===== src/common/pmb_pkg.sv =====
package pmb_pkg;
  // configuration-space offsets of the three base registers
  localparam logic [7:0] HOST_CTRL_REGS_BASE_OFS = 8'h10;
  localparam logic [7:0] VENDOR_EXT_REGS_BASE_OFS = 8'h14;
  localparam logic [7:0] CARD_INFO_WINDOW_BASE_OFS = 8'h18;
  // field layout: programmable upper bits, read-only low bits
  localparam int BASE_UPPER_LSB = 11;
  localparam int BASE_UPPER_W = 21;
  localparam logic [31:0] BASE_RESET = 32'h0000_0000;
  localparam logic [31:0] BASE_WRITE_MASK = 32'hFFFF_F800;
  localparam logic [20:0] UPPER_RESET = 21'h00_0000;
  // low-bit fields, all read as zero
  localparam logic [6:0] SIZE_FIELD_VAL = 7'h00;
  localparam logic PREFETCH_FLAG_VAL = 1'b0;
  localparam logic [1:0] LOCATE_TYPE_VAL = 2'h0;
  localparam logic SPACE_FLAG_VAL = 1'b0;

  // configuration access request
  typedef struct packed {
    logic rd;
    logic wr;
    logic [7:0] addr;
    logic [3:0] byteEn;
    logic [31:0] wdata;
  } pmb_cfg_req_type;

  // memory-space claims
  typedef struct packed {
    logic hostHit;
    logic vendorHit;
    logic cardHit;
  } pmb_claim_type;
endpackage


===== src/verilog/pmb_base_regs.sv =====
`timescale 1ns/1ps
// Operation
// - all-ones write to host-controller base reads back FFFF_F800
// - host base bits 31..11 read/write, hold upper 21 address bits
// - host base bits 10..4 read zero, 2-Kbyte size
// - host base bit 3 reads zero, nonprefetchable
// - host base bits 2..1 read zero, 32-bit anywhere placement
// - host base bit 0 reads zero, memory space
// - vendor extension base at 14h behaves like host base
// - strap high at reset: card window base reads all zero, read-only
// - strap low at reset: card window bits 31..11 writable
// - card window bits 10..4 read zero, 2-Kbyte size
// - card window bits 3..0 read zero
module pmb_base_regs (
  input wire logic clock,
  input wire logic sys_rst,
  input wire logic cardModeStrap,
  input wire pmb_pkg::pmb_cfg_req_type cfgReq,
  input wire logic memValid,
  input wire logic [31:0] memAddr,
  output logic [31:0] cfgRdata,
  output logic cfgRdValid,
  output pmb_pkg::pmb_claim_type claim,
  output logic cardWindowDisabled
);

  logic [20:0] hostRegsBaseUpper_r;
  logic [20:0] vendorRegsBaseUpper_r;
  logic [20:0] cardWindowBaseUpper_r;
  logic strapCaught_r;
  logic [31:0] rdNxt;

  // merge upper bits under byte enables; low bits never stored
  function automatic logic [20:0] mergeUpper(input logic [20:0] cur,
                                             input logic [31:0] wd,
                                             input logic [3:0] be);
    logic [31:0] full;
    full = {cur, 11'h000};
    for (int i = 0; i < 4; i++) begin
      if (be[i]) begin
        full[i*8 +: 8] = wd[i*8 +: 8];
      end
    end
    return full[31:11];
  endfunction

  // full register image with read-only zero fields appended
  function automatic logic [31:0] image(input logic [20:0] up);
    return {up, pmb_pkg::SIZE_FIELD_VAL, pmb_pkg::PREFETCH_FLAG_VAL,
            pmb_pkg::LOCATE_TYPE_VAL, pmb_pkg::SPACE_FLAG_VAL};
  endfunction

  function automatic logic isWrite(input pmb_pkg::pmb_cfg_req_type r,
                                   input logic [7:0] ofs);
    return r.wr && (r.addr == ofs);
  endfunction

  // strap is caught while reset is held, so it tracks the pin until release
  always_ff @(posedge clock) begin
    if (sys_rst) begin
      strapCaught_r <= cardModeStrap;
    end
  end

  // host-controller register base
  always_ff @(posedge clock) begin
    if (sys_rst) begin
      hostRegsBaseUpper_r <= pmb_pkg::UPPER_RESET;
    end else if (isWrite(cfgReq, pmb_pkg::HOST_CTRL_REGS_BASE_OFS)) begin
      hostRegsBaseUpper_r <= mergeUpper(hostRegsBaseUpper_r, cfgReq.wdata,
                                        cfgReq.byteEn);
    end
  end

  // vendor extension base, same layout
  always_ff @(posedge clock) begin
    if (sys_rst) begin
      vendorRegsBaseUpper_r <= pmb_pkg::UPPER_RESET;
    end else if (isWrite(cfgReq, pmb_pkg::VENDOR_EXT_REGS_BASE_OFS)) begin
      vendorRegsBaseUpper_r <= mergeUpper(vendorRegsBaseUpper_r, cfgReq.wdata,
                                          cfgReq.byteEn);
    end
  end

  // card window base; writes dropped while strap disables it
  always_ff @(posedge clock) begin
    if (sys_rst) begin
      cardWindowBaseUpper_r <= pmb_pkg::UPPER_RESET;
    end else if (strapCaught_r) begin
      cardWindowBaseUpper_r <= pmb_pkg::UPPER_RESET;
    end else if (isWrite(cfgReq, pmb_pkg::CARD_INFO_WINDOW_BASE_OFS)) begin
      cardWindowBaseUpper_r <= mergeUpper(cardWindowBaseUpper_r, cfgReq.wdata,
                                          cfgReq.byteEn);
    end
  end

  // read mux; unmapped offsets read zero
  always_comb begin
    rdNxt = pmb_pkg::BASE_RESET;
    case (cfgReq.addr)
      // image() fills the read-only zero fields
      pmb_pkg::HOST_CTRL_REGS_BASE_OFS: rdNxt = image(hostRegsBaseUpper_r);
      pmb_pkg::VENDOR_EXT_REGS_BASE_OFS: rdNxt = image(vendorRegsBaseUpper_r);
      pmb_pkg::CARD_INFO_WINDOW_BASE_OFS: begin
        rdNxt = strapCaught_r ? pmb_pkg::BASE_RESET
                              : image(cardWindowBaseUpper_r);
      end
      default: rdNxt = pmb_pkg::BASE_RESET;
    endcase
  end

  // registered read answer, one cycle after the request
  always_ff @(posedge clock) begin
    if (sys_rst) begin
      cfgRdata <= pmb_pkg::BASE_RESET;
      cfgRdValid <= 1'b0;
    end else begin
      cfgRdata <= cfgReq.rd ? rdNxt : pmb_pkg::BASE_RESET;
      cfgRdValid <= cfgReq.rd;
    end
  end

  // address decode; a zero card base is never claimed, since software
  // must program it first and zero would alias low memory
  always_ff @(posedge clock) begin
    if (sys_rst) begin
      claim <= '0;
      cardWindowDisabled <= 1'b0;
    end else begin
      claim.hostHit <= memValid && (memAddr[31:11] == hostRegsBaseUpper_r);
      claim.vendorHit <= memValid && (memAddr[31:11] == vendorRegsBaseUpper_r);
      claim.cardHit <= memValid && !strapCaught_r
                       && (cardWindowBaseUpper_r != pmb_pkg::UPPER_RESET)
                       && (memAddr[31:11] == cardWindowBaseUpper_r);
      cardWindowDisabled <= strapCaught_r;
    end
  end
endmodule


===== config.mk =====
export PLATFORM = sky130hd
export DESIGN_NAME = pmb_base_regs
export DESIGN_NICKNAME = d
export VERILOG_FILES = /design/src/common/pmb_pkg.sv /design/src/verilog/pmb_base_regs.sv
export SDC_FILE = /design/constraint.sdc
export NUM_CORES = 1
export LEC_CHECK = 0
export BUFFER_PORTS_ARGS = -buffer_cell sky130_fd_sc_hd__buf_2
export CORE_MARGIN = 2
export CORE_UTILIZATION = 30
export CTS_CLUSTER_SIZE = 30
export DETAILED_ROUTE_END_ITERATION = 8
export PLACE_DENSITY = 0.5
export RECOVER_POWER = 50
export SKIP_CTS_REPAIR_TIMING = 1
export SYNTH_ARGS = -nofsm -noshare
export SYNTH_HDL_FRONTEND = slang
export SYNTH_SLANG_ARGS = --single-unit
export TNS_END_PERCENT = 10

===== constraint.sdc =====
create_clock -name clock -period 1.9 [get_ports clock]
set_input_delay 0.19 -clock clock [delete_from_list [all_inputs] [get_ports clock]]
set_output_delay 0.19 -clock clock [all_outputs]
set_load 0.05 [all_outputs]

== After elaboration in Yosys (flattened, before gate mapping) ==
Index checks and enable logic that the tools add are counted.
Word-level totals
  register bits after elaboration: 101
  bits of input ports: 82
  output and inout port bits: 37
  word-level logic and storage cells: 46
Cells by class
  equal/unequal tests: 6
  muxes and demuxes: 2
  bitwise operators: 1
  reductions and logical operators: 21
Operators by type and width (number)
  $pmux 32 s3: 1
  $eq 21x21->1: 3
  $mux 32: 1
  $eq 8x5->1 const B: 3
  $reduce_bool 21->1: 1
  $reduce_and 2->1: 9
  $logic_and 1x1->1: 8
  $reduce_or 2->1: 2
  $logic_not 1->1: 1
  $not 1->1: 1

== Depth between registers and ports, before layout ==
Gate-level depths: netlist of run 1.
  depth after elaboration: 4
  depth in mapped cells: 6
  depth with buffers taken out: 4

== Worst setup path after synthesis of run 1 ==
No wires, ideal clock.
  kind: in2reg
  start point: in cfgReq[37] (netlist bit)
  end point: reg cardWindowBaseUpper_r[10]
  setup time: 0.128 ns
  data arrival time: 1.339 ns
  data required time: 1.772 ns
  path slack: 0.433 ns
  stages on the path: 5
  buffers on the path: 1
  path through: nor2_1 > and4_1 > buf_2 > mux2i_1 > nor2_1
Between the ends
  longest elaborated chain between the ends: 3
Ends and longest elaborated chain
  start, declared: RTL line pmb_base_regs.sv:18  | input wire pmb_pkg::pmb_cfg_req_type cfgReq,
  $eq 8x5->1: RTL line pmb_base_regs.sv:55  | return r.wr && (r.addr == ofs);
  $logic_and 1x1->1: RTL line pmb_base_regs.sv:55
  $reduce_and 2->1 (no line)
  end signal, assigned: RTL line pmb_base_regs.sv:88  | cardWindowBaseUpper_r <= pmb_pkg::UPPER_RESET;
  end signal, assigned: RTL line pmb_base_regs.sv:90  | cardWindowBaseUpper_r <= pmb_pkg::UPPER_RESET;
  end signal, assigned: RTL line pmb_base_regs.sv:92  | cardWindowBaseUpper_r <= mergeUpper(cardWindowBaseUpper_r, cfgReq.wdata,
  end, declared: RTL line pmb_base_regs.sv:29  | logic [20:0] cardWindowBaseUpper_r;
No other way between the ends.
A chain may end at the register's enable or synchronous reset.

== Worst setup path after layout of run 1 ==
  start point: in cfgReq[41] (netlist bit)
  end point: reg hostRegsBaseUpper_r[19]
Between the ends
  longest elaborated chain between the ends: 3
Ends and longest elaborated chain
  $eq 8x5->1: RTL line pmb_base_regs.sv:55
  $logic_and 1x1->1: RTL line pmb_base_regs.sv:55
  $reduce_and 2->1 (no line)
  end signal, assigned: RTL line pmb_base_regs.sv:68  | hostRegsBaseUpper_r <= pmb_pkg::UPPER_RESET;
  end signal, assigned: RTL line pmb_base_regs.sv:70  | hostRegsBaseUpper_r <= mergeUpper(hostRegsBaseUpper_r, cfgReq.wdata,
  end, declared: RTL line pmb_base_regs.sv:27  | logic [20:0] hostRegsBaseUpper_r;
No other way between the ends.

==> results of run 1 <==
## worst max-delay path by stage
stage | depth (start not counted) | endpoint | start | slack [ps]
2_1_floorplan | 5 | cardWindowBaseUpper_r[10]$_SDFFE_PP0P_ | cfgReq[37] | 430
3_3_place_gp | 6 | cfgRdata[23]$_SDFF_PP0_ | cfgReq[41] | 200
3_5_place_dp | 6 | cfgRdata[23]$_SDFF_PP0_ | cfgReq[41] | 160
4_1_cts | 4 | claim[1]$_SDFF_PP0_ | vendorRegsBaseUpper_r[16]$_SDFFE_PP0P_ | 280
5_1_grt | 6 | hostRegsBaseUpper_r[19]$_SDFFE_PP0P_ | cfgReq[41] | 100
6_report | 6 | hostRegsBaseUpper_r[19]$_SDFFE_PP0P_ | cfgReq[41] | 210
## synthesized netlist by cell type, drive strengths merged
master,count,share of area
a22oi,21,0.037
and2,3,0.0044
and4,2,0.0041
buf,20,0.032
clkbuf,10,0.0088
conb,1,0.00088
dfxtp,89,0.42
edfxtp,1,0.0070
mux2,21,0.055
mux2i,63,0.15
nand2,1,0.00088
nand2b,1,0.0015
nand4,15,0.028
nor2,86,0.075
nor2b,4,0.0058
nor3,3,0.0035
nor4,18,0.026
nor4b,2,0.0076
or2,2,0.0029
or4,2,0.0035
or4b,1,0.0032
xnor2,12,0.025
xor2,51,0.10
## power by group through the flow
stage	Combinational [uW]	Sequential (uW)	Clock [uW]
3_3_place_gp	323	1940	0
3_5_place_dp	325	1940	0
5_1_grt	345	1900	2120
4_1_cts	327	1900	2020
2_1_floorplan	178	1950	0
6_report	324	1900	1990
## metrics by stage
| stage | util | total power (uW) | worst slack, ps | instances |
|---|---|---|---|---|
| after floorplan | - | 2130 | 433 | 439 |
| after global placement | 0.353 | 2260 | 196 | 685 |
| after detailed placement | 0.353 | 2270 | 156 | 685 |
| after CTS | 0.376 | 4250 | 279 | 698 |
| after global routing | 0.372 | 4360 | 100 | 698 |
| final | 0.372 | 4210 | 209 | 698 |
## registers in the layout, summed over array words and instances (netlist names)
| register | count |
|---|---|
| cardWindowBaseUpper_r | 21 |
| cfgRdata | 21 |
| hostRegsBaseUpper_r | 21 |
| vendorRegsBaseUpper_r | 21 |
| claim | 3 |
| cardWindowDisabled | 1 |
| cfgRdValid | 1 |
| strapCaught_r | 1 |
## routing by layer
metal | track usage | part of all wire | up-vias
met1 | 0.226 | 0.46 | 1668
met5 | 0 | 0 | -
met3 | 0.0530 | 0.053 | 20
met2 | 0.277 | 0.47 | 97
li1 | - | - | 1653
met4 | 0.0604 | 0.017 | 0
## cells by family after synthesis
group                     count (synthesis)  share of synthesized area
other                                     1                   0.000876
and+or+nand+nor                         140                      0.167
AOI/OAI and AO/OA                        21                     0.0368
muxes                                    84                      0.202
xor gates and xnor gates                 63                      0.129
DFF                                      90                      0.423
buffers and inverters                    30                     0.0412
## critical path, delay by kind of cell
family | cells | cell delay, ps
muxes | 1 | 310
and+or+nand+nor | 3 | 870
buffers and inverters | 2 | 520
## layout make-up
class / count / area share
Multi-Input combinational cell: 319 / 0.451
Sequential cell: 90 / 0.350
Timing Repair Buffer: 96 / 0.0932
Clock buffer: 11 / 0.0510
Tap cell: 180 / 0.0435
Clock inverter: 2 / 0.0116
==> results.tsv, run 1 <==
stage	metric	value	unit
pwr	total_leakage_power	0.00239	uW
critical_path	r2r_start	vendorRegsBaseUpper_r[16]$_SDFFE_PP0P_	
placed_design	placed_area	4920	um2
placed_design	place.gp.congestion	0.906	
pwr	powerDensity	813	nW/um2
timing	slew_headroom	0.305	
placed_design	dpl.hpwl	9.43	mm
timing	hold_slack	19.5	ps
timing	setup_viol	0	
floorplan	ios	119	
clocking	root_buffer	clkbuf_16	
synth	synth_area_per_cell	9.98	um2
layout	antenna_cells	0	
pwr	netSwitchingFraction	0.230	
floorplan	start_util	0.307	
timing	worst_clock_skew	11.2	ps
layout	fillers	1423	
layout	drive_above_1_share	0.210	
critical_path	slowest_delay	510	ps
layout	regArea	1810	um2
route	first_pass_iters	4	
global_routing	antenna_found_initial	0	
pwr	peakVddDrop	0.375	mV
critical_path	ff2ff_setup_slack	260	ps
clocking	clk-insertion-delay-late	350	ps
clocking	cts_made_buffers	9	
route	num_vias	3438	
clocking	cts_tree	done	
synth	yosys_warnings	0	
critical_path	start_kind	input port	
route	via_per_inst	4.93	
synth	synth_cells	429	
synth	ys_seq_elements	90	
clocking	htreeDepth	3	
timing	rsz0062_at_grt	no	
critical_path	r2r_cells	4	
layout	fin_nets	598	
floorplan	die-area	15200	um2
worst_hold_path	hold_path_depth	1	
synth	ys_types	29	
global_routing	gr-total-overflow	0	
pwr	p_int	3240	uW
timing	layout_min_cycle_time	1690	ps
timing	fmaxAchievable	591	MHz
route	drc_errors	0	
clocking	path_clk_slew	60	ps
layout	syn2layout_area_growth	21.0	%
pwr	pwr-share-clk	0.472	
pwr	pwr-share-comb	0.077	
layout	design_area	5180	um2
timing	worst_pin_slew	1040	ps
status	status	finished, final reports clean	
timing	period_share	0.890	
timing	tns	0	ps
critical_path	worstPathMaxFanout	10	
layout	layout_common_cells	89 x dfxtp_1, 86 x nor2_1, 63 x mux2i_1	
clocking	clockBufferDepth	2	
placed_design	port-buffer-count	84	
critical_path	cp.arrival	1880	ps
flow_run	cap_viol_max_count	0	
critical_path	crit_chain	buf_2, nor4b_1, clkbuf_1, nand4_2, mux2i_1, nor2_1	
clocking	clock-sinks	90	
floorplan	num_rows	43	
timing	slew_viol_final	0	
critical_path	worstPathRequired	2090	ps
global_routing	grt_max_degree	45	
floorplan	dieWidth	123	um
pwr	seqPwrFrac	0.451	
critical_path	cpMaxStageDelayCell	nand4_2	
critical_path	cp-end-kind	flip-flop	
worst_hold_path	hp-class	in -> reg	
route	routedWlPerCell	18.3	um
critical_path	crit_type	in -> reg	
global_routing	grt_pass1_vias	3496	
global_routing	track_usage	0.175	
global_routing	grt_pass1_wl	19.4	mm
layout	multi_input_area	2340	um2
timing	hold_viol_final	0	
floorplan	fp.dieH	123	um
layout	final_common_cell	dfxtp_1	
route	ant_nets	0	
pwr	net-switching-power	970	uW
worst_hold_path	hp-start	cardModeStrap	
synth	seq_area_frac_synth	0.423	
route	drt-total-wl	12.8	mm
floorplan	core-area	13900	um2
synth	syn_area	4280	um2
critical_path	r2r_end	claim[1]$_SDFF_PP0_	
worst_hold_path	min_to	strapCaught_r$_DFFE_PP_	
route	drt_iter0_markers	158	
Note: power is estimated with default switching activity, not from simulation.
==> run 2: changes to the inputs <==
--- a/config.mk
+++ b/config.mk
@@ -5,14 +5,17 @@
 export SDC_FILE = /design/constraint.sdc
 export NUM_CORES = 1
 export LEC_CHECK = 0
+export ABC_AREA = 1
 export BUFFER_PORTS_ARGS = -buffer_cell sky130_fd_sc_hd__buf_2
+export CAP_MARGIN = 20
 export CORE_MARGIN = 2
 export CORE_UTILIZATION = 30
 export CTS_CLUSTER_SIZE = 30
 export DETAILED_ROUTE_END_ITERATION = 8
-export PLACE_DENSITY = 0.5
+export PLACE_DENSITY = 0.48
 export RECOVER_POWER = 50
 export SKIP_CTS_REPAIR_TIMING = 1
+export SLEW_MARGIN = 25
 export SYNTH_ARGS = -nofsm -noshare
 export SYNTH_HDL_FRONTEND = slang
 export SYNTH_SLANG_ARGS = --single-unit
==> run 2 against run 1 <==
Sequential power about the same. Worst hold slack about the same. Maximum frequency up 12%. Largest power group is now registers. Die area up 24%. Critical endpoint is now vendorRegsBaseUpper_r[4]$_SDFFE_PP0P_.
==> results.tsv, run 2 <==
stage	metric	value	unit	change
status	status	finished, final reports clean		
route	routedWlPerCell	15.1	um	-18%
global_routing	antenna_found_initial	0		unchanged
layout	syn2layout_area_growth	17.0	%	
pwr	peakVddDrop	0.396	mV	+5.6%
pwr	seqPwrFrac	0.451		about the same
global_routing	gr-total-overflow	0		unchanged
timing	layout_min_cycle_time	1510	ps	-185 ps
layout	fin_nets	1074		+80%
clocking	clk-insertion-delay-late	350	ps	about the same
synth	synth-simple-area-share	0.491		+0.324
synth	synth-xor-area-share	0.00329		-0.126
global_routing	met1_usage	0.289		+0.0633
critical_path	r2r_end	cfgRdata[20]$_SDFF_PP0_		
timing	setup_ws	394	ps	+185 ps
global_routing	busiest_layer	met2		
global_routing	grt_pass1_wl	28.5	mm	+47%
worst_hold_path	hp-start	cardModeStrap		
floorplan	ios	119		unchanged
worst_hold_path	hp-class	in -> reg		
timing	setup_viol	0		unchanged
synth	synth_compound_area_frac	0.0296		-0.00723
synth	synth_area_per_cell	5.86	um2	-41%
placed_design	placed_area	5990	um2	+22%
critical_path	worstPathRequired	2190	ps	+100 ps
pwr	powerDensity	676	nW/um2	-17%
synth	synthMuxAreaShare	0		-0.202
route	drt-total-wl	18.4	mm	+44%
critical_path	slowest_delay	400	ps	-110 ps
critical_path	start_kind	input port		
layout	layout_common_cells	314 x nand2_1, 208 x nor2_1, 126 x inv_1		
critical_path	worstPathMaxFanout	6		-4
synth	synth_area_leader_cell	dfxtp_1		
timing	hold_viol_final	0		unchanged
timing	hold_slack	19.2	ps	-0.293 ps
critical_path	cp-end-kind	flip-flop		
worst_hold_path	hold_path_depth	1		unchanged
timing	rsz0062_at_grt	no		
floorplan	die-area	18800	um2	+24%
timing	tns	0	ps	unchanged
global_routing	gr-usage-met3	0.0338		-0.0192
critical_path	cpMaxStageDelayCell	nor2_1		
timing	period_share	0.792		-0.0975
clocking	htreeDepth	3		unchanged
synth	synthAdderAreaFrac	0		unchanged
floorplan	dieWidth	137	um	+11%
global_routing	met2_usage	0.318		+0.0401
clocking	root_buffer	clkbuf_16		
layout	fin_cells	1221		+75%
critical_path	crit_chain	clkbuf_1, inv_1, nand2_1, nor2_1, clkbuf_1, nand3_4, nor2_1, nor2_1, nor2_1		
pwr	pwr-share-clk	0.444		-0.028
pwr	netSwitchingFraction	0.250		+0.0202
critical_path	r2r_cells	6		+2
clocking	cts_tree	done		
critical_path	cp.arrival	1790	ps	-90 ps
critical_path	r2r_start	strapCaught_r$_DFFE_PP_		
timing	worst_clock_skew	9.93	ps	-1.26 ps
layout	antenna_cells	0		unchanged
synth	yosys_warnings	0		unchanged
synth	synthTopCellsByArea	dfxtp_1 33%, nand2_1 22%, nor2_1 15%		
critical_path	ff2ff_setup_slack	570	ps	+310 ps
global_routing	grt_max_degree	35		-22%
floorplan	core-area	17400	um2	+25%
synth	ys_seq_elements	90		unchanged
synth	synth_cells	910		+110%
synth	synth_enable_flop_cells	1		unchanged
layout	drive_above_1_share	0.108		-0.102
floorplan	fp.dieH	137	um	+11%
clocking	clockBufferDepth	2		unchanged
placed_design	placed_cells	1206		+76%
timing	slew_viol_final	0		unchanged
placed_design	pre_cts_slack	316	ps	+160 ps
critical_path	path_common_cell	nor2_1		
synth	ys_types	27		-6.9%
flow_run	cap_viol_max_count	0		unchanged
synth	seq_area_frac_synth	0.340		-0.0831
synth	synth_top_area_share	0.334		-0.0817
placed_design	port-buffer-count	84		unchanged
route	drc_errors	0		unchanged
layout	final_common_cell	nand2_1		
clocking	clock-sinks	90		unchanged
synth	synth_common_cells	314 x nand2_1, 206 x nor2_1, 126 x inv_1		
route	num_vias	5507		+60%
floorplan	num_rows	48		+12%
synth	synth_ff_type	dfxtp_1		
placed_design	place.gp.congestion	0.937		+3.5%
pwr	p_int	3160	uW	-2.6%
worst_hold_path	min_to	strapCaught_r$_DFFE_PP_		
route	via_per_inst	4.51		-8.4%
timing	slew_headroom	0.505		+0.200
clocking	cts_made_buffers	9		unchanged
synth	synth-async-reset-ratio	0		unchanged
pwr	net-switching-power	1060	uW	+8.9%
synth	synth.most_common_cell	nand2_1		
global_routing	track_usage	0.206		+0.0310
floorplan	start_util	0.307		about the same
clocking	path_clk_slew	60	ps	about the same
timing	fmaxAchievable	664	MHz	+12%
synth	syn_area	5330	um2	+24%
timing	worst_pin_slew	742	ps	-300 ps
layout	design_area	6240	um2	+20%
pwr	pwr-share-comb	0.105		+0.028
route	ant_nets	0		unchanged
critical_path	crit_type	in -> reg		
synth	synth_top_family_by_area	simple AND/OR/NAND/NOR gates		
global_routing	grt_pass1_vias	5101		+46%
pwr	total_leakage_power	0.00305	uW	+28%
route	drt_iter0_markers	431		+170%
route	first_pass_iters	5		+1
placed_design	dpl.hpwl	14.3	mm	+51%
[run 2: cell count changes after synthesis, moves of 32 or more]
cell,delta
nand2_1,+313
inv_1,+126
nor2_1,+120
mux2i_1,-63
xor2_1,-49
nand3_1,+32
nand4_1,+32
[run 2: layout make-up]
cell class | instances | area, um2
Fill cell | 2021 | 11100
Multi-Input combinational cell | 659 | 2820
Sequential cell | 90 | 1810
Timing Repair Buffer | 102 | 538
Inverter | 130 | 488
Tap cell | 225 | 282
Clock buffer | 12 | 236
Clock inverter | 3 | 65.1
[run 2: cell families (layout without fill, tap and decap cells)]
logic type | after synthesis | after routing
xor gates and xnor gates | 2 | 2
and+or+nand+nor | 618 | 618
buffers and inverters | 171 | 247
AOI/OAI and AO/OA | 28 | 28
DFF | 90 | 90
other | 1 | 11
[run 2: per-layer routing]
| metal | up-vias | wire length [um] |
|---|---|---|
| met1 | 2423 | 8830 |
| met5 | - | 0 |
| met2 | 168 | 7930 |
| li1 | 2892 | - |
| met4 | 0 | 440 |
| met3 | 24 | 1200 |
[run 2: worst max path at each step]
stage	from	to	slack [ps]	cells after the start
2_1_floorplan	strapCaught_r$_DFFE_PP_	cfgRdata[23]$_SDFF_PP0_	730	7
3_3_place_gp	cfgReq[37]	hostRegsBaseUpper_r[3]$_SDFFE_PP0P_	320	7
3_5_place_dp	cfgReq[36]	cardWindowBaseUpper_r[3]$_SDFFE_PP0P_	320	8
4_1_cts	strapCaught_r$_DFFE_PP_	cfgRdata[20]$_SDFF_PP0_	560	6
5_1_grt	cfgReq[42]	vendorRegsBaseUpper_r[3]$_SDFFE_PP0P_	230	9
6_report	cfgReq[41]	vendorRegsBaseUpper_r[4]$_SDFFE_PP0P_	390	9
[run 2: per-stage QoR]
| step | util | power, uW |
|---|---|---|
| 2_1_floorplan | - | 2220 |
| 3_3_place_gp | 0.345 | 2390 |
| 3_5_place_dp | 0.345 | 2390 |
| 4_1_cts | 0.363 | 4280 |
| 5_1_grt | 0.359 | 4400 |
| 6_report | 0.359 | 4220 |
[run 2: critical path, delay by kind of cell]
kind	cells	cell delay, ps
buffers and inverters	3	480
and+or+nand+nor	6	1120
[run 2: power by group through the flow]
| stage | clock network (uW) | registers (uW) | logic (uW) |
|---|---|---|---|
| 2_1_floorplan | 0 | 1950 | 275 |
| 6_report | 1870 | 1900 | 441 |
| 4_1_cts | 1930 | 1900 | 446 |
| 3_5_place_dp | 0 | 1940 | 445 |
| 3_3_place_gp | 0 | 1950 | 446 |
| 5_1_grt | 2000 | 1900 | 491 |
==> run 3: changes to the inputs <==
--- a/config.mk
+++ b/config.mk
@@ -12,7 +12,7 @@
 export CORE_UTILIZATION = 30
 export CTS_CLUSTER_SIZE = 30
 export DETAILED_ROUTE_END_ITERATION = 8
-export PLACE_DENSITY = 0.48
+export PLACE_DENSITY = 0.5
 export RECOVER_POWER = 50
 export SKIP_CTS_REPAIR_TIMING = 1
 export SLEW_MARGIN = 25
==> constraint.sdc (replaced) <==
create_clock -name clock -period 1.3 [get_ports clock]
set_input_delay 0.13 -clock clock [delete_from_list [all_inputs] [get_ports clock]]
set_output_delay 0.13 -clock clock [all_outputs]
set_load 0.05 [all_outputs]
==> run 3 against run 2 <==
Core utilization increased by 1.7 points. Sequential power increased by 46%. Flip-flop and latch count unchanged. First-iteration DRC count decreased by 13%. Worst setup slack got worse by 340 ps. Global-route usage increased by 0.12 points. Register-to-register slack got worse by 510 ps. Cell count increased by 3.1%. Clock skew about the same. Critical path type is now reg -> reg. Largest cell class unchanged.
==> results.tsv, run 3 (same netlist as run 2, synthesis figures left out) <==
stage	metric	value	unit	change
floorplan	ios	119		unchanged
layout	fin_cells	1259		+3.1%
pwr	peakVddDrop	0.577	mV	+45%
global_routing	grt_pass1_vias	5194		+1.8%
timing	slew_viol_final	0		unchanged
clocking	path_clk_slew	70	ps	about the same
clocking	htreeDepth	3		unchanged
floorplan	fp.dieH	137	um	unchanged
layout	drive_above_1_share	0.173		+0.0647
route	via_per_inst	4.42		-2.0%
critical_path	worst_setup_path_startpoint	strapCaught_r$_DFFE_PP_		
timing	fmaxAchievable	805	MHz	
route	drt-total-wl	18.7	mm	+1.4%
worst_hold_path	hp-class	in -> reg		
critical_path	worstPathRequired	1580	ps	-610 ps
pwr	pwr-share-comb	0.116		+0.011
placed_design	place.gp.congestion	0.917		-2.1%
layout	final_common_cell	nand2_1		
route	drt_iter0_markers	374		-13%
timing	period_share	0.955		
global_routing	grt_pass1_wl	28.9	mm	+1.5%
clocking	root_buffer	clkbuf_16		
critical_path	worstPathMaxFanout	5		-1
placed_design	placed_area	6280	um2	+4.8%
timing	layout_min_cycle_time	1240	ps	
pwr	powerDensity	914	nW/um2	+35%
layout	layout_common_cells	314 x nand2_1, 203 x nor2_1, 126 x inv_1		
timing	setup_viol	0		unchanged
route	ant_nets	0		unchanged
floorplan	core-area	17400	um2	unchanged
timing	slew_headroom	0.662		+0.157
timing	setup_ws	57.9	ps	-337 ps
layout	fin_nets	1111		+3.4%
placed_design	dpl.hpwl	15.0	mm	+5.0%
flow_run	cap_viol_max_count	0		unchanged
pwr	netSwitchingFraction	0.266		+0.0150
clocking	cts_made_buffers	9		unchanged
layout	design_area	6540	um2	+4.8%
placed_design	pre_cts_slack	-77.8	ps	-393 ps
clocking	clock-sinks	90		unchanged
clocking	cts_tree	done		
route	drc_errors	0		unchanged
timing	hold_viol_final	0		unchanged
global_routing	antenna_found_initial	0		unchanged
layout	syn2layout_area_growth	22.7	%	
placed_design	placed_cells	1241		+2.9%
floorplan	dieWidth	137	um	unchanged
pwr	pwr-share-clk	0.419		-0.025
floorplan	die-area	18800	um2	unchanged
pwr	seqPwrFrac	0.465		+0.014
timing	rsz0062_at_grt	yes		
layout	antenna_cells	0		unchanged
floorplan	start_util	0.307		unchanged
pwr	total_leakage_power	0.00329	uW	+8.0%
route	first_pass_iters	4		-1
global_routing	track_usage	0.207		+0.00118
status	status	finished, final reports clean		
critical_path	r2r_start	strapCaught_r$_DFFE_PP_		
clocking	clockBufferDepth	2		unchanged
timing	worst_pin_slew	507	ps	-235 ps
placed_design	port-buffer-count	84		unchanged
critical_path	cp-end-kind	flip-flop		
critical_path	crit_type	reg -> reg		
pwr	net-switching-power	1590	uW	+50%
pwr	p_int	4390	uW	+39%
floorplan	num_rows	48		unchanged
critical_path	start_kind	flip-flop		
route	routedWlPerCell	14.8	um	-1.6%
pwr	power	5970	uW	+42%
clocking	clk-insertion-delay-late	350	ps	about the same
global_routing	grt_max_degree	27		-23%
route	num_vias	5565		+1.1%
timing	worst_clock_skew	9.99	ps	+0.0633 ps
critical_path	cp.arrival	1520	ps	-270 ps
global_routing	gr-total-overflow	0		unchanged
worst_hold_path	hp-start	cfgReq[22]		
## run 3: cell count changes in the layout (fill, tap and decap cells not counted), moves of 3 or more
cell,before,now
nor2_1,208,203
clkbuf_2,0,25
clkbuf_1,33,7
a21oi_1,6,3
nor2_2,4,10
buf_4,14,46
a21oi_2,0,3
buf_2,56,59
## run 3: worst paths after layout
kind / depth (start not counted) / end / slack [ps]
hold reg to reg: 2 / cardWindowBaseUpper_r[8]$_SDFFE_PP0P_ / 500
setup reg to reg: 5 / cfgRdata[19]$_SDFF_PP0_ / 60
hold / removal: 3 / hostRegsBaseUpper_r[11]$_SDFFE_PP0P_ / 20
setup / recovery: 5 / cfgRdata[19]$_SDFF_PP0_ / 60
## run 3: per-stage QoR
| stage | hold slack (ps) | util | setup TNS, ps |
|---|---|---|---|
| after detailed placement | 314 | 0.362 | -1280 |
| after global routing | 22.4 | 0.377 | -191 |
| after global placement | 314 | 0.362 | -1120 |
| final | 16.9 | 0.377 | 0 |
| after floorplan | 202 | - | 0 |
| after CTS | -41.5 | 0.378 | 0 |
## run 3: cell type report
| type | instances | area, um2 |
|---|---|---|
| Timing Repair Buffer | 139 | 871 |
| Sequential cell | 90 | 1810 |
| Clock inverter | 2 | 12.5 |
| Multi-Input combinational cell | 659 | 2810 |
| Tap cell | 225 | 282 |
| Clock buffer | 14 | 264 |
| Fill cell | 1957 | 10800 |
| Inverter | 130 | 488 |
## run 3: critical path, cell delays in order, from the launching register on
cell,delay [ps]
edfxtp_1,480
buf_4,180
nor2_1,100
buf_4,160
nand2_1,70
a21oi_2,170
## run 3: metal layers
metal	share of wire	up-vias	GRT usage
li1	-	2964	-
met1	0.49	2444	0.288
met2	0.45	142	0.340
met3	0.046	15	0.0309
met4	0.015	0	0.0447
met5	0	-	0
## run 3: power groups by stage
stage	combinational (uW)	clock, uW	sequential, uW
finish	694	2500	2780
global route	766	2690	2780
CTS	694	2550	2780
detailed placement	692	0	2840
global placement	695	0	2840
floorplan	402	0	2850
